[src/design/aut_params.svh]
// Constants for the API/CLI serial link with time capture
`ifndef AUT_PARAMS_SVH
`define AUT_PARAMS_SVH
// ==========================================================
// Clocks and rates
`define AUT_CLK_HZ 20000000
`define AUT_OSC_HZ 7372800
`define AUT_API_BAUD 115200
`define AUT_CLI_BAUD 9600
`define AUT_DIV(clk, baud) (((clk) + (baud) / 2) / (baud))
// ==========================================================
// Gaps between packets, in microseconds, then in cycles; strobe low width in cycles
`define AUT_TX_GAP_US 100
`define AUT_RX_GAP_US 100
`define AUT_US_CYC(us, clk) ((us) * ((clk) / 1000000))
`define AUT_CAP_LOW_CYC 8'h04
// ==========================================================
// Framing and packet codes
`define AUT_HDLC_FLAG 8'h7e
`define AUT_HDLC_ESC 8'h7d
`define AUT_HDLC_XOR 8'h20
`define AUT_CMD_READ_TIME 8'h17
`define AUT_PKT_TIME 8'h18
`define AUT_PKT_END 3'h7
`define AUT_UART_BITS 4'ha
`endif

[src/design/aut_pkg.sv]
// Types for the API/CLI serial link with time capture
package aut_pkg;
  typedef enum logic [1:0] {DEV_IDLE, DEV_REQ, DEV_SEND, DEV_GAP}
    aut_dev_st_t;
  typedef enum logic [2:0] {H_IDLE, H_WAIT, H_OPEN, H_DATA, H_CLOSE,
    H_GAP} aut_host_st_t;
  typedef struct packed {
    logic        idle;
    logic [9:0]  sh;
    logic [3:0]  nbit;
    logic [15:0] div;
    logic        txd;
  } aut_utx_t;
  typedef struct packed {
    logic        busy;
    logic [7:0]  sh;
    logic [3:0]  nbit;
    logic [15:0] div;
    logic [7:0]  data;
    logic        valid;
  } aut_urx_t;
  typedef struct packed {
    aut_dev_st_t     st;
    logic [1:0]      tcr_s;
    logic [1:0]      cts_s;
    logic [1:0]      rts_s;
    logic [1:0]      rx_s;
    logic [1:0]      cli_s;
    logic            tcr_q;
    logic [31:0]     time_cnt;
    logic [31:0]     cap_stamp;
    logic [31:0]     stamp;
    logic            cap_pend;
    logic            api_pend;
    logic [15:0]     rx_hist;
    logic [2:0]      idx;
    logic            esc;
    logic [15:0]     gap;
    logic [1:0][7:0] fmem;
    logic            wp;
    logic            rp;
    logic [1:0]      cnt;
    logic            tx_rts_n;
    logic            rx_cts_n;
    logic            awake;
  } aut_dev_t;
  typedef struct packed {
    aut_host_st_t st;
    logic [1:0]   tx_s;
    logic [1:0]   trts_s;
    logic [1:0]   rcts_s;
    logic [15:0]  gap;
    logic         esc;
    logic         resc;
    logic         got;
    logic         ack;
    logic         rx_rts_n;
    logic         tx_cts_n;
    logic         tcr_n;
    logic [7:0]   cap_cnt;
    logic [7:0]   rx_data;
    logic         rx_valid;
    logic         rx_end;
  } aut_host_t;
endpackage : aut_pkg

[src/design/aut_link_if.sv]
// Pins between the device end and the companion end
`timescale 1ns/1ns
interface aut_link_if;
  logic api_rx;                 // Companion to device data
  logic api_tx;                 // Device to companion data
  logic rx_rts_n;               // Companion wants to send
  logic rx_cts_n;               // Device clear for companion
  logic tx_rts_n;               // Device wants to send
  logic tx_cts_n;               // Companion clear for device
  logic time_capture_request_n; // Time strobe
  logic cli_rx;                 // CLI into device
  logic cli_tx;                 // CLI out of device
  modport dev (
    input  api_rx, rx_rts_n, tx_cts_n, time_capture_request_n, cli_rx,
    output api_tx, rx_cts_n, tx_rts_n, cli_tx
  );
  modport host (
    input  api_tx, rx_cts_n, tx_rts_n,
    output api_rx, rx_rts_n, tx_cts_n, time_capture_request_n
  );
endinterface : aut_link_if

[src/design/aut_device.sv]
// Device end: API UART, time packets, CLI UART, wake on activity
`timescale 1ns/1ns
`include "aut_params.svh"

// ==========================================================
// Device end
module aut_device
#(
  parameter int CLK_HZ     = `AUT_CLK_HZ,
  parameter int API_BAUD   = `AUT_API_BAUD,
  parameter int CLI_BAUD   = `AUT_CLI_BAUD,
  parameter int TX_GAP_CYC = `AUT_US_CYC(`AUT_TX_GAP_US, `AUT_CLK_HZ)
)
(
  input  wire logic  ref_clk,      // System clock
  input  wire logic  rst_n,        // Async reset, active low
  aut_link_if.dev    link,         // Pins to the companion
  output logic [7:0] api_rx_data,  // Byte from companion
  output logic       api_rx_valid, // Pulse per API byte
  output logic [7:0] cli_rx_data,  // Byte from CLI
  output logic       cli_rx_valid, // Pulse per CLI byte
  input  wire logic [7:0] cli_tx_data,  // Byte for CLI
  input  wire logic       cli_tx_valid, // CLI byte offered
  output logic       cli_tx_ready, // CLI transmitter idle
  output logic       awake         // Activity seen, not dozing
);
  // rates are derived from the system clock frequency
  localparam int API_DIV = `AUT_DIV(CLK_HZ, API_BAUD);
  localparam int CLI_DIV = `AUT_DIV(CLK_HZ, CLI_BAUD);

  aut_pkg::aut_dev_t s;
  aut_pkg::aut_dev_t next_s;
  logic       push;
  logic       pop;
  logic [7:0] pbyte;
  logic [7:0] b;
  logic       api_valid;
  logic       api_ready;

  function automatic logic [7:0] pkt_byte(input logic [2:0]  idx,
                                          input logic [31:0] t);
    case (idx)
      3'h1:    pkt_byte = `AUT_PKT_TIME;
      3'h2:    pkt_byte = t[31:24];
      3'h3:    pkt_byte = t[23:16];
      3'h4:    pkt_byte = t[15:8];
      3'h5:    pkt_byte = t[7:0];
      default: pkt_byte = `AUT_HDLC_FLAG;
    endcase
  endfunction : pkt_byte

  // the buffer drains only while sending
  assign api_valid = (s.st == aut_pkg::DEV_SEND) && (s.cnt != 2'h0);
  assign pop       = api_valid && api_ready;

  // ==========================================================
  // Next state
  always_comb
  begin
    next_s = s;
    push   = 1'b0;
    pbyte  = 8'h00;
    b      = pkt_byte(s.idx, s.stamp);
    next_s.tcr_s = {s.tcr_s[0], link.time_capture_request_n};
    next_s.cts_s = {s.cts_s[0], link.tx_cts_n};
    next_s.rts_s = {s.rts_s[0], link.rx_rts_n};
    next_s.rx_s  = {s.rx_s[0], link.api_rx};
    next_s.cli_s = {s.cli_s[0], link.cli_rx};
    next_s.tcr_q = s.tcr_s[1];
    // one count per 50 ns clock
    next_s.time_cnt = s.time_cnt + 32'h1;
    case (s.st)
      aut_pkg::DEV_IDLE:
      begin
        if (s.cap_pend || s.api_pend)
        begin
          next_s.st       = aut_pkg::DEV_REQ;
          next_s.tx_rts_n = 1'b0;
          next_s.idx      = 3'h0;
          next_s.esc      = 1'b0;
          if (s.cap_pend)
          begin
            next_s.stamp    = s.cap_stamp;
            next_s.cap_pend = 1'b0;
          end
          else
          begin
            // stamp taken when the packet starts
            next_s.stamp    = s.time_cnt;
            next_s.api_pend = 1'b0;
          end
        end
      end
      aut_pkg::DEV_REQ:
      begin
        if (!s.cts_s[1])
          next_s.st = aut_pkg::DEV_SEND;
      end
      aut_pkg::DEV_SEND:
      begin
        if (s.idx != `AUT_PKT_END)
        begin
          if (s.cnt != 2'h2)
          begin
            // escape flag and escape bytes inside the frame
            push = 1'b1;
            if (!s.esc && (s.idx != 3'h0) && (s.idx != 3'h6) &&
                ((b == `AUT_HDLC_FLAG) || (b == `AUT_HDLC_ESC)))
            begin
              pbyte      = `AUT_HDLC_ESC;
              next_s.esc = 1'b1;
            end
            else
            begin
              pbyte      = s.esc ? (b ^ `AUT_HDLC_XOR) : b;
              next_s.esc = 1'b0;
              next_s.idx = s.idx + 3'h1;
            end
          end
        end
        else if ((s.cnt == 2'h0) && api_ready)
        begin
          // release after the last stop bit
          next_s.tx_rts_n = 1'b1;
          next_s.gap      = 16'(TX_GAP_CYC);
          next_s.st       = aut_pkg::DEV_GAP;
        end
      end
      aut_pkg::DEV_GAP:
      begin
        if (s.gap == 16'h0)
          next_s.st = aut_pkg::DEV_IDLE;
        else
          next_s.gap = s.gap - 16'h1;
      end
      default:
        next_s.st = aut_pkg::DEV_IDLE;
    endcase
    // ==========================================================
    // Triggers, placed after the clears so a new event wins
    // stamp frozen at release of the strobe
    if (s.tcr_s[1] && !s.tcr_q)
    begin
      next_s.cap_stamp = s.time_cnt;
      next_s.cap_pend  = 1'b1;
    end
    // a one-byte read request frame queues a time packet
    if (api_rx_valid)
    begin
      next_s.rx_hist = {s.rx_hist[7:0], api_rx_data};
      if ((api_rx_data == `AUT_HDLC_FLAG) &&
          (s.rx_hist == {`AUT_HDLC_FLAG, `AUT_CMD_READ_TIME}))
        next_s.api_pend = 1'b1;
    end
    // Two-entry buffer: a stalled serialiser stops the builder
    if (push)
    begin
      next_s.fmem[s.wp] = pbyte;
      next_s.wp         = ~s.wp;
    end
    if (pop)
      next_s.rp = ~s.rp;
    case ({push, pop})
      2'b10:   next_s.cnt = s.cnt + 2'h1;
      2'b01:   next_s.cnt = s.cnt - 2'h1;
      default: next_s.cnt = s.cnt;
    endcase
    // always able to take data, so clear mirrors request
    next_s.rx_cts_n = s.rts_s[1];
    // any active input level except the companion clear (tx_cts_n) wakes the block
    next_s.awake = (s.st != aut_pkg::DEV_IDLE) || !s.rx_s[1] ||
                   !s.cli_s[1] || !s.rts_s[1] || !s.tcr_s[1] ||
                   !cli_tx_ready || s.cap_pend || s.api_pend;
  end

  always_ff @(posedge ref_clk or negedge rst_n)
  begin
    if (!rst_n)
    begin
      s          <= '0;
      s.tcr_s    <= 2'h3;
      s.cts_s    <= 2'h3;
      s.rts_s    <= 2'h3;
      s.rx_s     <= 2'h3;
      s.cli_s    <= 2'h3;
      s.tcr_q    <= 1'b1;
      s.tx_rts_n <= 1'b1;
      s.rx_cts_n <= 1'b1;
    end
    else
      s <= next_s;
  end

  assign link.tx_rts_n = s.tx_rts_n;
  assign link.rx_cts_n = s.rx_cts_n;
  assign awake         = s.awake;

  // ==========================================================
  // Serial engines
  // start, eight bits LSB first, stop
  aut_uart_tx #(.DIV(API_DIV)) u_api_tx (
    .ref_clk (ref_clk),
    .rst_n   (rst_n),
    .data    (s.fmem[s.rp]),
    .valid   (api_valid),
    .ready   (api_ready),
    .txd     (link.api_tx)
  );
  // receiver idle until the line goes low
  aut_uart_rx #(.DIV(API_DIV)) u_api_rx (
    .ref_clk (ref_clk),
    .rst_n   (rst_n),
    .rxd     (s.rx_s[1]),
    .data    (api_rx_data),
    .valid   (api_rx_valid)
  );
  // CLI fixed rate, two wires only
  aut_uart_tx #(.DIV(CLI_DIV)) u_cli_tx (
    .ref_clk (ref_clk),
    .rst_n   (rst_n),
    .data    (cli_tx_data),
    .valid   (cli_tx_valid),
    .ready   (cli_tx_ready),
    .txd     (link.cli_tx)
  );
  aut_uart_rx #(.DIV(CLI_DIV)) u_cli_rx (
    .ref_clk (ref_clk),
    .rst_n   (rst_n),
    .rxd     (s.cli_s[1]),
    .data    (cli_rx_data),
    .valid   (cli_rx_valid)
  );
endmodule : aut_device

[src/design/aut_host.sv]
// Companion end and the serial engines that both ends use
`timescale 1ns/1ns
`include "aut_params.svh"

// ==========================================================
// Serialiser
module aut_uart_tx
#(
  parameter int DIV = 174
)
(
  input  wire logic       ref_clk, // System clock
  input  wire logic       rst_n,   // Async reset, active low
  input  wire logic [7:0] data,    // Byte to send
  input  wire logic       valid,   // Byte offered
  output logic            ready,   // Idle, takes the byte
  output logic            txd      // Serial line
);
  aut_pkg::aut_utx_t s;
  aut_pkg::aut_utx_t next_s;

  always_comb
  begin
    next_s = s;
    if (s.idle)
    begin
      if (valid)
      begin
        next_s.idle = 1'b0;
        next_s.sh   = {1'b1, data, 1'b0};
        next_s.nbit = 4'h0;
        next_s.div  = 16'h0;
      end
    end
    else if (s.div != 16'h0)
      next_s.div = s.div - 16'h1;
    else if (s.nbit == `AUT_UART_BITS)
      next_s.idle = 1'b1;
    else
    begin
      next_s.txd  = s.sh[0];
      next_s.sh   = {1'b1, s.sh[9:1]};
      next_s.nbit = s.nbit + 4'h1;
      next_s.div  = 16'(DIV - 1);
    end
  end

  always_ff @(posedge ref_clk or negedge rst_n)
  begin
    if (!rst_n)
    begin
      s      <= '0;
      s.idle <= 1'b1;
      s.txd  <= 1'b1;
    end
    else
      s <= next_s;
  end

  assign ready = s.idle;
  assign txd   = s.txd;
endmodule : aut_uart_tx

// ==========================================================
// Deserialiser, line already synchronised
module aut_uart_rx
#(
  parameter int DIV = 174
)
(
  input  wire logic       ref_clk, // System clock
  input  wire logic       rst_n,   // Async reset, active low
  input  wire logic       rxd,     // Synchronised serial line
  output logic [7:0]      data,    // Received byte
  output logic            valid    // One-cycle pulse per byte
);
  aut_pkg::aut_urx_t s;
  aut_pkg::aut_urx_t next_s;

  always_comb
  begin
    next_s = s;
    next_s.valid = 1'b0;
    if (!s.busy)
    begin
      // any low level on the line wakes the counter, not only a falling edge
      if (!rxd)
      begin
        next_s.busy = 1'b1;
        next_s.nbit = 4'h0;
        next_s.div  = 16'(DIV / 2);
      end
    end
    else if (s.div != 16'h0)
      next_s.div = s.div - 16'h1;
    else
    begin
      next_s.div  = 16'(DIV - 1);
      next_s.nbit = s.nbit + 4'h1;
      if (s.nbit == 4'h0)
        next_s.busy = ~rxd;
      else if (s.nbit == 4'h9)
      begin
        // stop bit must be high, else byte dropped
        next_s.busy  = 1'b0;
        next_s.data  = s.sh;
        next_s.valid = rxd;
      end
      else
        next_s.sh = {rxd, s.sh[7:1]};
    end
  end

  always_ff @(posedge ref_clk or negedge rst_n)
  begin
    if (!rst_n)
      s <= '0;
    else
      s <= next_s;
  end

  assign data  = s.data;
  assign valid = s.valid;
endmodule : aut_uart_rx


[src/flat_wrapper.sv]
// flat-port wrapper written by rule: the top's interface ports become plain ports
module aut_device_flat 
#(
  parameter int CLK_HZ     = `AUT_CLK_HZ,
  parameter int API_BAUD   = `AUT_API_BAUD,
  parameter int CLI_BAUD   = `AUT_CLI_BAUD,
  parameter int TX_GAP_CYC = `AUT_US_CYC(`AUT_TX_GAP_US, `AUT_CLK_HZ)
)
  (ref_clk, rst_n, api_rx_data, api_rx_valid, cli_rx_data, cli_rx_valid, cli_tx_data, cli_tx_valid, cli_tx_ready, awake, link_api_rx, link_rx_rts_n, link_tx_cts_n, link_time_capture_request_n, link_cli_rx, link_api_tx, link_rx_cts_n, link_tx_rts_n, link_cli_tx);
  aut_link_if link_i ();
  input  wire logic ref_clk;
  input  wire logic rst_n;
  output logic [7:0] api_rx_data;
  output logic api_rx_valid;
  output logic [7:0] cli_rx_data;
  output logic cli_rx_valid;
  input  wire logic [7:0] cli_tx_data;
  input  wire logic cli_tx_valid;
  output logic cli_tx_ready;
  output logic awake;
  input wire logic [$bits(link_i.api_rx)-1:0] link_api_rx;
  input wire logic [$bits(link_i.rx_rts_n)-1:0] link_rx_rts_n;
  input wire logic [$bits(link_i.tx_cts_n)-1:0] link_tx_cts_n;
  input wire logic [$bits(link_i.time_capture_request_n)-1:0] link_time_capture_request_n;
  input wire logic [$bits(link_i.cli_rx)-1:0] link_cli_rx;
  output wire logic [$bits(link_i.api_tx)-1:0] link_api_tx;
  output wire logic [$bits(link_i.rx_cts_n)-1:0] link_rx_cts_n;
  output wire logic [$bits(link_i.tx_rts_n)-1:0] link_tx_rts_n;
  output wire logic [$bits(link_i.cli_tx)-1:0] link_cli_tx;
  assign link_i.api_rx = link_api_rx;
  assign link_i.rx_rts_n = link_rx_rts_n;
  assign link_i.tx_cts_n = link_tx_cts_n;
  assign link_i.time_capture_request_n = link_time_capture_request_n;
  assign link_i.cli_rx = link_cli_rx;
  assign link_api_tx = link_i.api_tx;
  assign link_rx_cts_n = link_i.rx_cts_n;
  assign link_tx_rts_n = link_i.tx_rts_n;
  assign link_cli_tx = link_i.cli_tx;
  aut_device #(.CLK_HZ(CLK_HZ), .API_BAUD(API_BAUD), .CLI_BAUD(CLI_BAUD), .TX_GAP_CYC(TX_GAP_CYC)) u_core (.ref_clk(ref_clk), .rst_n(rst_n), .link(link_i), .api_rx_data(api_rx_data), .api_rx_valid(api_rx_valid), .cli_rx_data(cli_rx_data), .cli_rx_valid(cli_rx_valid), .cli_tx_data(cli_tx_data), .cli_tx_valid(cli_tx_valid), .cli_tx_ready(cli_tx_ready), .awake(awake));
endmodule
[config.mk]
export PLATFORM = sky130hd
export DESIGN_NAME = aut_device_flat
export DESIGN_NICKNAME = d
export VERILOG_FILES = /design/src/design/aut_pkg.sv /design/src/design/aut_link_if.sv /design/src/design/aut_device.sv /design/src/design/aut_host.sv /design/src/flat_wrapper.sv
export VERILOG_INCLUDE_DIRS = /design/src /design/src/design
export SDC_FILE = /design/constraint.sdc
export NUM_CORES = 1
export LEC_CHECK = 0
export ABC_AREA = 1
export BUFFER_PORTS_ARGS = -buffer_cell sky130_fd_sc_hd__buf_2
export CORE_ASPECT_RATIO = 0.75
export CORE_MARGIN = 2
export CORE_UTILIZATION = 60
export CTS_CLUSTER_DIAMETER = 60
export CTS_CLUSTER_SIZE = 10
export DETAILED_ROUTE_END_ITERATION = 16
export GPL_ROUTABILITY_DRIVEN = 0
export PLACE_DENSITY_LB_ADDON = 0.3
export SLEW_MARGIN = 10
export SYNTH_ARGS = -nofsm -noshare
export SYNTH_HDL_FRONTEND = slang
export SYNTH_SLANG_ARGS = --single-unit
[constraint.sdc]
create_clock -name ref_clk -period 3.2 [get_ports ref_clk]
set_input_delay 0.32 -clock ref_clk [delete_from_list [all_inputs] [get_ports ref_clk]]
set_output_delay 0.32 -clock ref_clk [all_outputs]
set_load 0.005 [all_outputs]
**Word level (Yosys, flattened, before mapping)**

Cells that the tools add are included.

- $lt $le $gt $ge: 3
- Reductions and logical operators: 61
- Multiplexer cells: 82
- Bitwise gates (word level): 17
- Equal/unequal tests: 42
- $add $sub $neg: 13

Operators by type and width:

| kind | count |
|---|---|
| $mux W31 | 6 |
| $mux W16 | 7 |
| $mux W8 | 11 |
| $mux W20 | 4 |
| $sub A16 B1 Y16 const B | 5 |
| $reduce_bool A16 Y1 | 4 |
| $pmux W8 S5 | 1 |
| $ne A2 B2 Y1 const B | 17 |
| $add A32 B1 Y32 const B | 1 |
| $mux W32 | 1 |
| $pmux W16 S2 | 1 |
| $mux W15 | 2 |
| $mux W1 | 28 |
| $reduce_and A4 Y1 | 7 |
| $mux W13 | 2 |
| $eq A8 B7 Y1 const B | 3 |
| $mux W17 | 1 |
| $not A1 Y1 | 17 |
| $add A4 B1 Y4 const B | 4 |
| $bwmux W16 | 1 |
| $eq A16 B15 Y1 const B | 1 |
| $eq A4 B4 Y1 const B | 4 |
| $logic_not A16 Y1 | 1 |
| $mux W2 | 7 |
| 30 further kinds | 82 |

- Register bits after elaboration: 310
- Output and inout port bits: 24
- Word-level logic and storage cells: 264

**Depth between registers and ports, before layout**

Gate-level depths: netlist of the first run.

- Depth in word-level cells: 10
- Depth in mapped cells: 15
- Mapped depth without buffers: 12

**Hierarchy**

A second synthesis of the first run with hierarchy kept.

- Cell total of the unflattened synthesis: 1983
- Area total of the unflattened synthesis: 16280.6 sq um

Modules (own cells, without submodules):

| module | area an instance (sq um) | instances | cells each | sequential area each (sq um) |
|---|---|---|---|---|
| aut_device | 7881.3 | 1 | 897 | 4270.3 |
| aut_uart_rx (u_core.u_api_rx) | 2160.8 | 1 | 266 | 950.9 |
| aut_uart_rx (u_core.u_cli_rx) | 2132.0 | 1 | 265 | 950.9 |
| aut_uart_tx (u_core.u_cli_tx) | 2080.7 | 1 | 276 | 803.3 |
| aut_uart_tx (u_core.u_api_tx) | 2025.7 | 1 | 279 | 803.3 |

**Least setup slack after synthesis of the first run**

No wires, ideal clock.

- Path type: register to register
- From: reg u_core.s[40] (netlist bit)
- To: reg u_core.s[4] (netlist bit)
- Setup slack: 1235 ps
- Buffers on the path: 0
- Arrival: 1834 ps
- Stages on the path, launching flop included: 11
- Required time: 3069 ps
- Path through: dfrtp_1 > ha_1 > ha_1 > nor2_1 > inv_1 > nor2_1 > inv_2 > ha_1 > a21oi_1 > o21ai_0 > xor2_1

- Longest elaborated chain between the ends: 5
- Elaborated cells on any way between the ends: 7

Ends and longest elaborated chain:

| item | line | RTL |
|---|---|---|
| start: declaration | aut_device.sv:31 | `aut_pkg::aut_dev_t s;` |
| start signal: assignment | aut_device.sv:191 | `s <= next_s;` |
| $ne A3 B3 Y1 (no source line) * | n/a |  |
| $mux W1 * | aut_device.sv:101 | `` if (s.idx != `AUT_PKT_END) `` |
| $mux W1 * | aut_device.sv:72 | `case (s.st)` |
| $eq A2 B1 Y1 or $eq A2 B2 Y1 (tied branches) | aut_device.sv:163 | `case ({push, pop})` |
| $pmux W2 S2 or $reduce_bool A2 Y1 (tied branches) | n/a |  |

Mark *: on every way between the ends. The rest lies on a longest branch, timed or not.
A chain may end at the register's enable or synchronous reset.

**Final worst setup path of the first run**

- From: reg u_core.s[42] (netlist bit)
- To: reg u_core.s[30] (netlist bit)

- Longest elaborated chain between the ends: 3

Ends and longest elaborated chain:

| item |
|---|
| $ne A3 B3 Y1 (no source line) |
| $ne A2 B2 Y1 (no source line) |
| $reduce_and A4 Y1 (no source line) |

No other way between the ends.

==> results.cfg, run 1 <==
[floorplanning]
io_pins = 40
initial_utilization_pct = 61.1
die_w_um = 188
rows = 50
die-area_um2 = 26800
core_um2 = 25000
die_y_um = 142

[clocking]
clkSinkCount = 310
cts_buffer_depth = 3
cts.htree.levels = 2
cts.clk_slew.worst_paths_ps = 60
cts_root_buffer = clkbuf_16
clock_latency_ps = 510
cts_setup_buffers = 0
holdBufCountCts = 6
tritoncts = yes
numCtsBuffers = 36
cts_resized = 0

[sta]
setup_viol = 0
fmax_ghz = 0.418
worstMarginPinSlew_ps = 1030
fin_crit_ps = 2390
rsz0062_at_grt = no
finalMaxSlewViolations = 0
hold_viol = 0
post-route-period-util_pct = 74.7
tns_ps = 0
skew_ps = 17.4
relSlewSlack_pct = 31.3

[worst_setup_path]
regToRegEndpoint = u_core.s[30]$_DFFE_PN0P_
required_ps = 3580
slowest_stage = dfrtp_1
cp_data_arrival_time_ps = 2770
startpoint_type = register
r2r-start = u_core.s[42]$_DFFE_PN0P_
crit_end = u_core.s[30]$_DFFE_PN0P_
cp-end-kind = register
cp.buffers_inverters = 1
cp_top_family = flip-flops
crit_path_frequent_cell = nand2_1
worstPathCellList = ha_1 -> nand2_1 -> a21oi_4 -> nand3_2 -> inv_1 -> nand2_1 -> nand2_1 -> nand3_1
critPathKind = reg2reg
r2r_cells = 8
cp_num_cells = 8
regToRegSetupSlack_ps = 810
crit_fanout = 26
critPathMaxStageDelay_ps = 760
startpoint = u_core.s[42]$_DFFE_PN0P_

[finish]
instances_no_fill = 2139
fillCellCount = 1988
fin_nets = 1828
final_area_um2 = 16700
multiInputGateArea_um2 = 6340
area_growth_pct = 9.30
regArea_um2 = 7780
antenna_cells = 0
drive_above_1_share_pct = 12.0

[yosys]
syn_area_um2 = 15300
syn_inst = 1756
synth_top_flop_cell = dfrtp_1
ys_seq_area_share_pct = 50.8
synth_cell_types = 55
syn_nets = 1799
avgSynthCellArea_um2 = 8.71
ys_warn_count = 0
synth-edff-count = 0
ys_ff_latch = 310
async_flop_share_pct = 100

[detailed_routing]
final_antenna_net_count = 0
firstDrtPassIters = 5
route.detailed.drc = 0
totalWireLength_um = 30800
vias = 11600
drt-initial-drc-count = 1019
via_per_inst = 5.44
avgRoutedWirePerCell_um = 14.4

[placement]
hpwl_um = 21300
dp.cells = 2079
placed_cell_area_um2 = 15700
portBuffers = 39

[grt]
grt_pass1_wl_um = 53400
grt_max_degree = 95
grt_pass1_vias = 11200
antenna_found_initial = 0
overflow = 0
grtUsageTotal_pct = 24.1

[outcome]
outcome = finished, final reports clean

[flow_run]
max-cap-violations = 0

[power]
power.density_nw_per_um2 = 653
vdd_ir_drop_max_v = 0.000353
leakage_nw = 7.77

[min_path]
hold_class = in2reg
## cells in the final DEF, fill, tap and decap left out, types with 6 or more instances in the layout
master         netlist  final
a21oi_1             73     73
o21ai_2             25     25
nor2_2              21     21
dlygate4sd3_1        0      6
xor2_1              77     77
nor3_1              27     27
clkbuf_16            0     36
nor4_1               7      7
o21ai_1             17     17
nand2_1            358    357
inv_2               10     10
inv_1              196    196
nand3_1             79     79
o22ai_1             25     25
clkbuf_1            23     16
ha_1                27     27
xnor2_1             12     12
nand4_1             25     25
o21ai_0            122    122
dfstp_2             17     17
buf_2                8     38
nor2_4               7      8
nor2_1             182    181
buf_4               21      7
o31ai_1             11     11
nand3_2             10     10
nand2_2             13     14
dfrtp_1            293    292
o221ai_1            10     10
## registers in the layout (all words and copies together) (netlist names)
| register | cells |
|---|---|
| u_core.u_cli_rx.s | 29 |
| u_core.u_api_rx.s | 29 |
| u_core.u_cli_rx.valid | 1 |
| u_core.next_s | 7 |
| u_core.link.rx_cts_n | 1 |
| u_core.u_cli_tx.txd | 1 |
| u_core.awake | 1 |
| u_core.u_cli_tx.ready | 1 |
| u_core.u_cli_tx.s | 30 |
| u_core.u_api_rx.data | 8 |
| u_core.u_api_tx.txd | 1 |
| u_core.link.tx_rts_n | 1 |
| u_core.u_api_tx.s | 30 |
| u_core.u_api_tx.ready | 1 |
| u_core.u_cli_rx.data | 8 |
| u_core.s | 160 |
| u_core.u_api_rx.valid | 1 |
## worst min-delay path by stage
stage	slack [ps]	end	cells after the start	startpoint
2_1_floorplan	20	u_core.awake$_DFF_PN0_	0	rst_n
3_3_place_gp	350	u_core.s[159]$_DFF_PN1_	0	u_core.next_s[159]$_DFF_PN1_
3_5_place_dp	350	u_core.s[161]$_DFF_PN1_	0	u_core.next_s[161]$_DFF_PN1_
4_1_cts	20	u_core.u_cli_tx.s[25]$_DFFE_PN0P_	3	cli_tx_data[3]
5_1_grt	30	u_core.u_cli_tx.s[28]$_DFFE_PN0P_	3	cli_tx_data[6]
6_report	30	u_core.u_cli_tx.s[25]$_DFFE_PN0P_	3	cli_tx_data[3]
## per-layer routing
layer  share of wire, %  track usage [%]
met5                  0                0
met4                1.7             5.72
met3                5.0             4.44
met2                 44             36.9
met1                 49             35.9
## cell usage after synthesis, drive strengths merged (8+ instances only)
| cell | count | area (µm²) |
|---|---|---|
| a21oi | 74 | 382 |
| buf | 40 | 299 |
| clkbuf | 25 | 96.3 |
| dfrtp | 293 | 7330 |
| dfstp | 17 | 447 |
| ha | 27 | 338 |
| inv | 209 | 792 |
| nand2 | 375 | 1470 |
| nand3 | 92 | 548 |
| nand4 | 26 | 169 |
| nor2 | 211 | 913 |
| nor3 | 28 | 145 |
| nor4 | 8 | 65.1 |
| o21ai | 165 | 931 |
| o221ai | 10 | 87.6 |
| o22ai | 25 | 156 |
| o31ai | 11 | 82.6 |
| xnor2 | 12 | 105 |
| xor2 | 77 | 674 |
## logic make-up (layout without fill, tap and decap cells)
kind of cell	count (synthesis)	count (layout)	synth area share (%)
adder cells (fa/ha/maj)	27	27	2.21
AO/OA/AOI/OAI	300	300	11.5
AND/OR/NAND/NOR	750	750	22.3
buffers and inverters	276	321	7.81
multiplexers	4	4	0.286
XOR/XNOR	89	89	5.09
flip-flops	310	310	50.8
## per-stage QoR
step / setup WS [ps] / power [mW] / util, % / hold slack [ps]
after detailed placement: 838 / 7.36 / 62.6 / 347
after global routing: 550 / 11.6 / 66.8 / 32.5
after global placement: 942 / 7.24 / 62.6 / 346
final: 810 / 10.9 / 66.8 / 33.6
after CTS: 810 / 11.0 / 66.8 / 22.1
after floorplan: 1240 / 6.71 / - / 24.4
## worst reg2reg max path: cells and delay by family, from the launching register on
family,cells,cell delay (ps)
compound gates,1,220
buf+inv,1,270
fa+ha+maj,1,320
flops,1,760
simple gates,5,720
## report_power, final
group / total [mW] / switching [mW] / internal [mW]
logic: 2.37 / 1.56 / 0.809
registers: 4.97 / 0.445 / 4.52
clock network: 3.58 / 1.51 / 2.07
## cell type report
class,instances,share of cell area (%)
flip-flops and latches,310,46.5
multi-input cells,1170,37.9
clock buffers,52,5.75
inverters,211,4.78
well taps,338,2.53
repair buffers,56,2.38
clock inverters,2,0.150
(Power assumes the default switching activity.)
==> run 2: changes to the inputs <==
clock period = 2.5 ns   (was 3.2 ns; I/O delays follow)
==> run 2 against run 1 <==
  * Routed wire length up 2.0%
  * Register-to-register slack lost 520 ps
  * Power up 29%
  * Critical endpoint is now u_core.s[4]$_DFFE_PN0P_
  * Highest routed layer unchanged
==> results.cfg, run 2 (synthesis gave the netlist of run 1 again) <==
[sta]
fin_crit_ps = 2210
rsz0062_at_grt = no
hold_viol = 0
finalMaxSlewViolations = 0
worstMarginPinSlew_ps = 1030
tns_ps = 0
relSlewSlack_pct = 30.8
skew_ps = 20.1
fmax_ghz = 0.452
setup_viol = 0
post-route-period-util_pct = 88.5

[clocking]
clkSinkCount = 310
cts_setup_buffers = 0
cts_root_buffer = clkbuf_16
numCtsBuffers = 36
cts.htree.levels = 2
clock_latency_ps = 520
cts.clk_slew.worst_paths_ps = 60
tritoncts = yes
cts_buffer_depth = 3

[grt]
antenna_found_initial = 0
grt_pass1_wl_um = 54000
grtUsageTotal_pct = 24.3
grt_pass1_vias = 11300
overflow = 0
grt_max_degree = 67

[power]
p_total_mw = 14.1
vdd_ir_drop_max_v = 0.000540
power.density_nw_per_um2 = 835
leakage_nw = 7.86

[min_path]
hold_class = in2reg
hold_depth = 4

[finish]
antenna_cells = 0
top_regs = u_core.s x160, u_core.u_api_tx.s x30, u_core.u_cli_tx.s x30
final_common_cell = nand2_1
area_growth_pct = 10.5
fillCellCount = 2063
multiInputGateArea_um2 = 6340
drive_above_1_share_pct = 12.4
regArea_um2 = 7780
top_register = u_core.s
most-common-layout-cells = nand2_1, dfrtp_1, inv_1
fin_nets = 1845
largest_reg_flops = 160

[detailed_routing]
final_antenna_net_count = 0
firstDrtPassIters = 6
via_per_inst = 5.41
vias = 11700
totalWireLength_um = 31400
drt-initial-drc-count = 956
route.detailed.drc = 0
avgRoutedWirePerCell_um = 14.5

[worst_setup_path]
critPathMaxStageDelay_ps = 430
cp-end-kind = register
startpoint_type = register
required_ps = 2880
crit_fanout = 5
worstPathCellList = ha_1 -> ha_1 -> nor2_1 -> inv_1 -> nor2_1 -> inv_2 -> ha_1 -> a21oi_1 -> o21ai_0 -> xor2_1
slowest_stage = dfrtp_1
r2r_cells = 10
critPathKind = reg2reg
crit_path_frequent_cell = ha_1
cp_data_arrival_time_ps = 2590

[flow_run]
max-cap-violations = 0

[floorplanning]
die_y_um = 142
die-area_um2 = 26800
io_pins = 40
core_um2 = 25000
initial_utilization_pct = 61.1
die_w_um = 188
rows = 50

[outcome]
outcome = finished, final reports clean

[placement]
hpwl_um = 21400
portBuffers = 39
## run 2: changes by cell type in the layout (fill, tap and decap cells not counted)
| cell | delta |
|---|---|
| buf_4 | +9 |
| clkbuf_1 | +9 |
| dlygate4sd3_1 | +8 |
## run 2: final timing paths
path / start / to / slack [ps]
worst max-delay path: u_core.s[41]$_DFFE_PN0P_ / u_core.s[4]$_DFFE_PN0P_ / 290
worst min-delay path: cli_tx_valid / u_core.u_cli_tx.s[16]$_DFFE_PN0P_ / 150
worst max register to register: u_core.s[41]$_DFFE_PN0P_ / u_core.s[4]$_DFFE_PN0P_ / 290
worst min register to register: u_core.next_s[167]$_DFF_PN1_ / u_core.next_s[157]$_DFF_PN1_ / 350
max in group asynchronous: rst_n / u_core.u_api_tx.txd$_DFFE_PN1P_ / 1450
min in group asynchronous: rst_n / u_core.u_cli_tx.s[25]$_DFFE_PN0P_ / 270
## run 2: area by class of cell
class / count / area share (%)
inverter: 211 / 4.73
clock buffer: 61 / 5.88
sequential: 310 / 46.0
multi-input combinational: 1170 / 37.5
timing repair buffer: 73 / 3.23
clock inverter: 2 / 0.148
tap: 338 / 2.50
## run 2: power breakdown
group | switching (mW) | internal [mW]
Clock | 1.99 | 2.70
Sequential | 0.552 | 5.79
Combinational | 2.02 | 1.07
Total | 4.56 | 9.56
## run 2: what timing repair did
action | CTS | global route
hold buffers | 14 | 0
resized for setup | 0 | 0
endpoints found under the hold margin | 68 | 0
## run 2: metrics by stage
step,utilization (%),worst slack [ps],hold slack [ps],instances,area [µm²]
CTS,67.6,280,144,2165,16900
finish,67.6,287,152,2165,16900
floorplan,-,535,-45.6,1756,15300
global route,67.6,63.6,182,2165,16900
global placement,62.9,433,239,2088,15700
detailed placement,62.9,345,242,2088,15700
## run 2: layer usage
metal / GRT usage, % / vias up / part of all wire (%)
li1: - / 5776 / -
met1: 36.5 / 5613 / 49
met2: 37.4 / 276 / 44
met3: 4.07 / 40 / 5.6
met4: 5.30 / 0 / 1.3
met5: 0 / - / 0
## run 2: worst max-delay path: cells and delay by family (launching register included)
| kind | cells | cell delay [ps] |
|---|---|---|
| AOI/OAI and AO/OA | 2 | 260 |
| xor gates and xnor gates | 1 | 160 |
| adders and majority gates | 3 | 750 |
| buffers and inverters | 2 | 150 |
| DFF | 1 | 430 |
| and+or+nand+nor | 2 | 350 |
==> run 3: changes to the inputs <==
BUFFER_PORTS_ARGS = unset   (was -buffer_cell sky130_fd_sc_hd__buf_2)
DONT_BUFFER_PORTS = 1   (was unset)
==> run 3 against run 2 <==
  * The run now ends with hold timing left
  * Largest cell class unchanged
  * Sequential share of layout area increased by 0.55 points
  * Fmax decreased by 3.5%
  * Critical path depth unchanged
  * Utilization decreased by 0.80 points
  * Power increased by 0.90%
  * Largest power group unchanged
  * Clock power increased by 5.1%
  * Routed wire length decreased by 2.8%
==> results.cfg, run 3 (synthesis gave the netlist of run 1 again) <==
[detailed_routing]
met2_length_um = 13300
drt-met1-wl_um = 15600
dr_wl_met3_um = 1160
route.detailed.drc = 0
final_antenna_net_count = 0
vias = 11400
avgRoutedWirePerCell_um = 14.4
firstDrtPassIters = 5
via_per_inst = 5.37
drt-initial-drc-count = 896
routed.top_layer = met5
totalWireLength_um = 30600

[worst_setup_path]
required_ps = 2880
startpoint_type = register
cp_data_arrival_time_ps = 2670
cp-end-kind = register
crit_fanout = 5
critPathKind = reg2reg

[placement]
portBuffers = 0
hpwl_um = 20500
placed_cell_area_um2 = 15500

[grt]
grt_max_degree = 311
grtUsageTotal_pct = 23.8
antenna_found_initial = 1
overflow = 0
grt_pass1_wl_um = 52800
grt_pass1_vias = 11000

[floorplanning]
die_y_um = 142
initial_utilization_pct = 61.1
rows = 50
io_pins = 40
die_w_um = 188
core_um2 = 25000
die-area_um2 = 26800

[sta]
skew_ps = 15.5
setup_viol = 0
rsz0062_at_grt = no
hold_viol = 310
finalMaxSlewViolations = 0
relSlewSlack_pct = 53.0
worstMarginPinSlew_ps = 705
fmax_ghz = 0.436
tns_ps = 0
fin_crit_ps = 2290
fin_hold_ws_ps = -578
post-route-period-util_pct = 91.7

[finish]
top_register = u_core.s
area_growth_pct = 9.18
most-common-layout-cells = nand2_1, dfrtp_1, inv_1
antenna_cells = 0
fin_nets = 1803
final_area_um2 = 16700
largest_reg_flops = 160
final_common_cell = nand2_1
top_regs = u_core.s x160, u_core.u_api_tx.s x30, u_core.u_cli_tx.s x30
drive_above_1_share_pct = 10.5

[clocking]
cts_resized = 0
numCtsBuffers = 37
holdBufCountCts = 13
cts_setup_buffers = 0
cts_buffer_depth = 3
clock_latency_ps = 520
cts.htree.levels = 2
cts.clk_slew.worst_paths_ps = 60
clkSinkCount = 310
cts_root_buffer = clkbuf_16
tritoncts = yes

[power]
vdd_ir_drop_max_v = 0.000572
leakage_nw = 7.68
power.density_nw_per_um2 = 853

[min_path]
hold_class = in2async

[flow_run]
max-cap-violations = 0

[outcome]
violations = hold timing
outcome = finished with violations
## run 3: critical path, stage by stage (launching register included)
cell and delay (ps):
dfrtp_1 440, ha_1 230, ha_1 220, nor2_1 150
inv_1 70, nor2_1 230, inv_2 100, ha_1 320
a21oi_1 110, o21ai_0 110, xor2_1 160
## run 3: final cells by class
class / instances / area, µm²
well taps: 338 / 423
clock buffers: 62 / 1040
clock inverters: 3 / 55.1
multi-input cells: 1170 / 6340
flip-flops and latches: 310 / 7780
repair buffers: 30 / 270
inverters: 211 / 800
fillers: 1996 / 8320
## run 3: layer usage
layer | global-route usage (%) | vias up
met4 | 6.50 | 2
met2 | 35.8 | 200
met3 | 3.67 | 46
met1 | 36.1 | 5472
met5 | 0 | -
li1 | - | 5695
## run 3: metrics by stage
step	power [mW]	cells	setup slack (ps)	utilization, %	hold slack, ps
3_3_place_gp	9.21	2046	422	61.9	-37.5
5_1_grt	15.1	2124	43.2	66.8	-585
3_5_place_dp	9.34	2046	299	61.9	-33.9
6_report	14.2	2124	208	66.8	-578
4_1_cts	14.3	2124	215	66.8	-578
2_1_floorplan	8.59	1756	535	-	-45.6
## run 3: path summary, 6_finish.rpt
kind                            slack (ps)  cells past startpoint                          from                           endpoint
worst min-delay path                  -580                      0                         rst_n  u_core.u_cli_tx.s[27]$_DFFE_PN0P_
worst max register to register         210                     10      u_core.s[41]$_DFFE_PN0P_            u_core.s[4]$_DFFE_PN0P_
min in group ref_clk                    20                      3                  cli_tx_valid  u_core.u_cli_tx.s[16]$_DFFE_PN0P_
max in group asynchronous             2460                      0                         rst_n   u_core.u_api_tx.s[3]$_DFFE_PN0P_
worst min register to register         350                      0  u_core.next_s[161]$_DFF_PN1_            u_core.s[161]$_DFF_PN1_
worst max-delay path                   210                     10      u_core.s[41]$_DFFE_PN0P_            u_core.s[4]$_DFFE_PN0P_
## run 3: power by group
group	total [mW]	internal (mW)	switching [mW]	leakage (nW)
combinational	2.98	1.07	1.91	3.20
sequential	6.34	5.79	0.547	3.95
clock	4.93	2.94	2.00	0.522
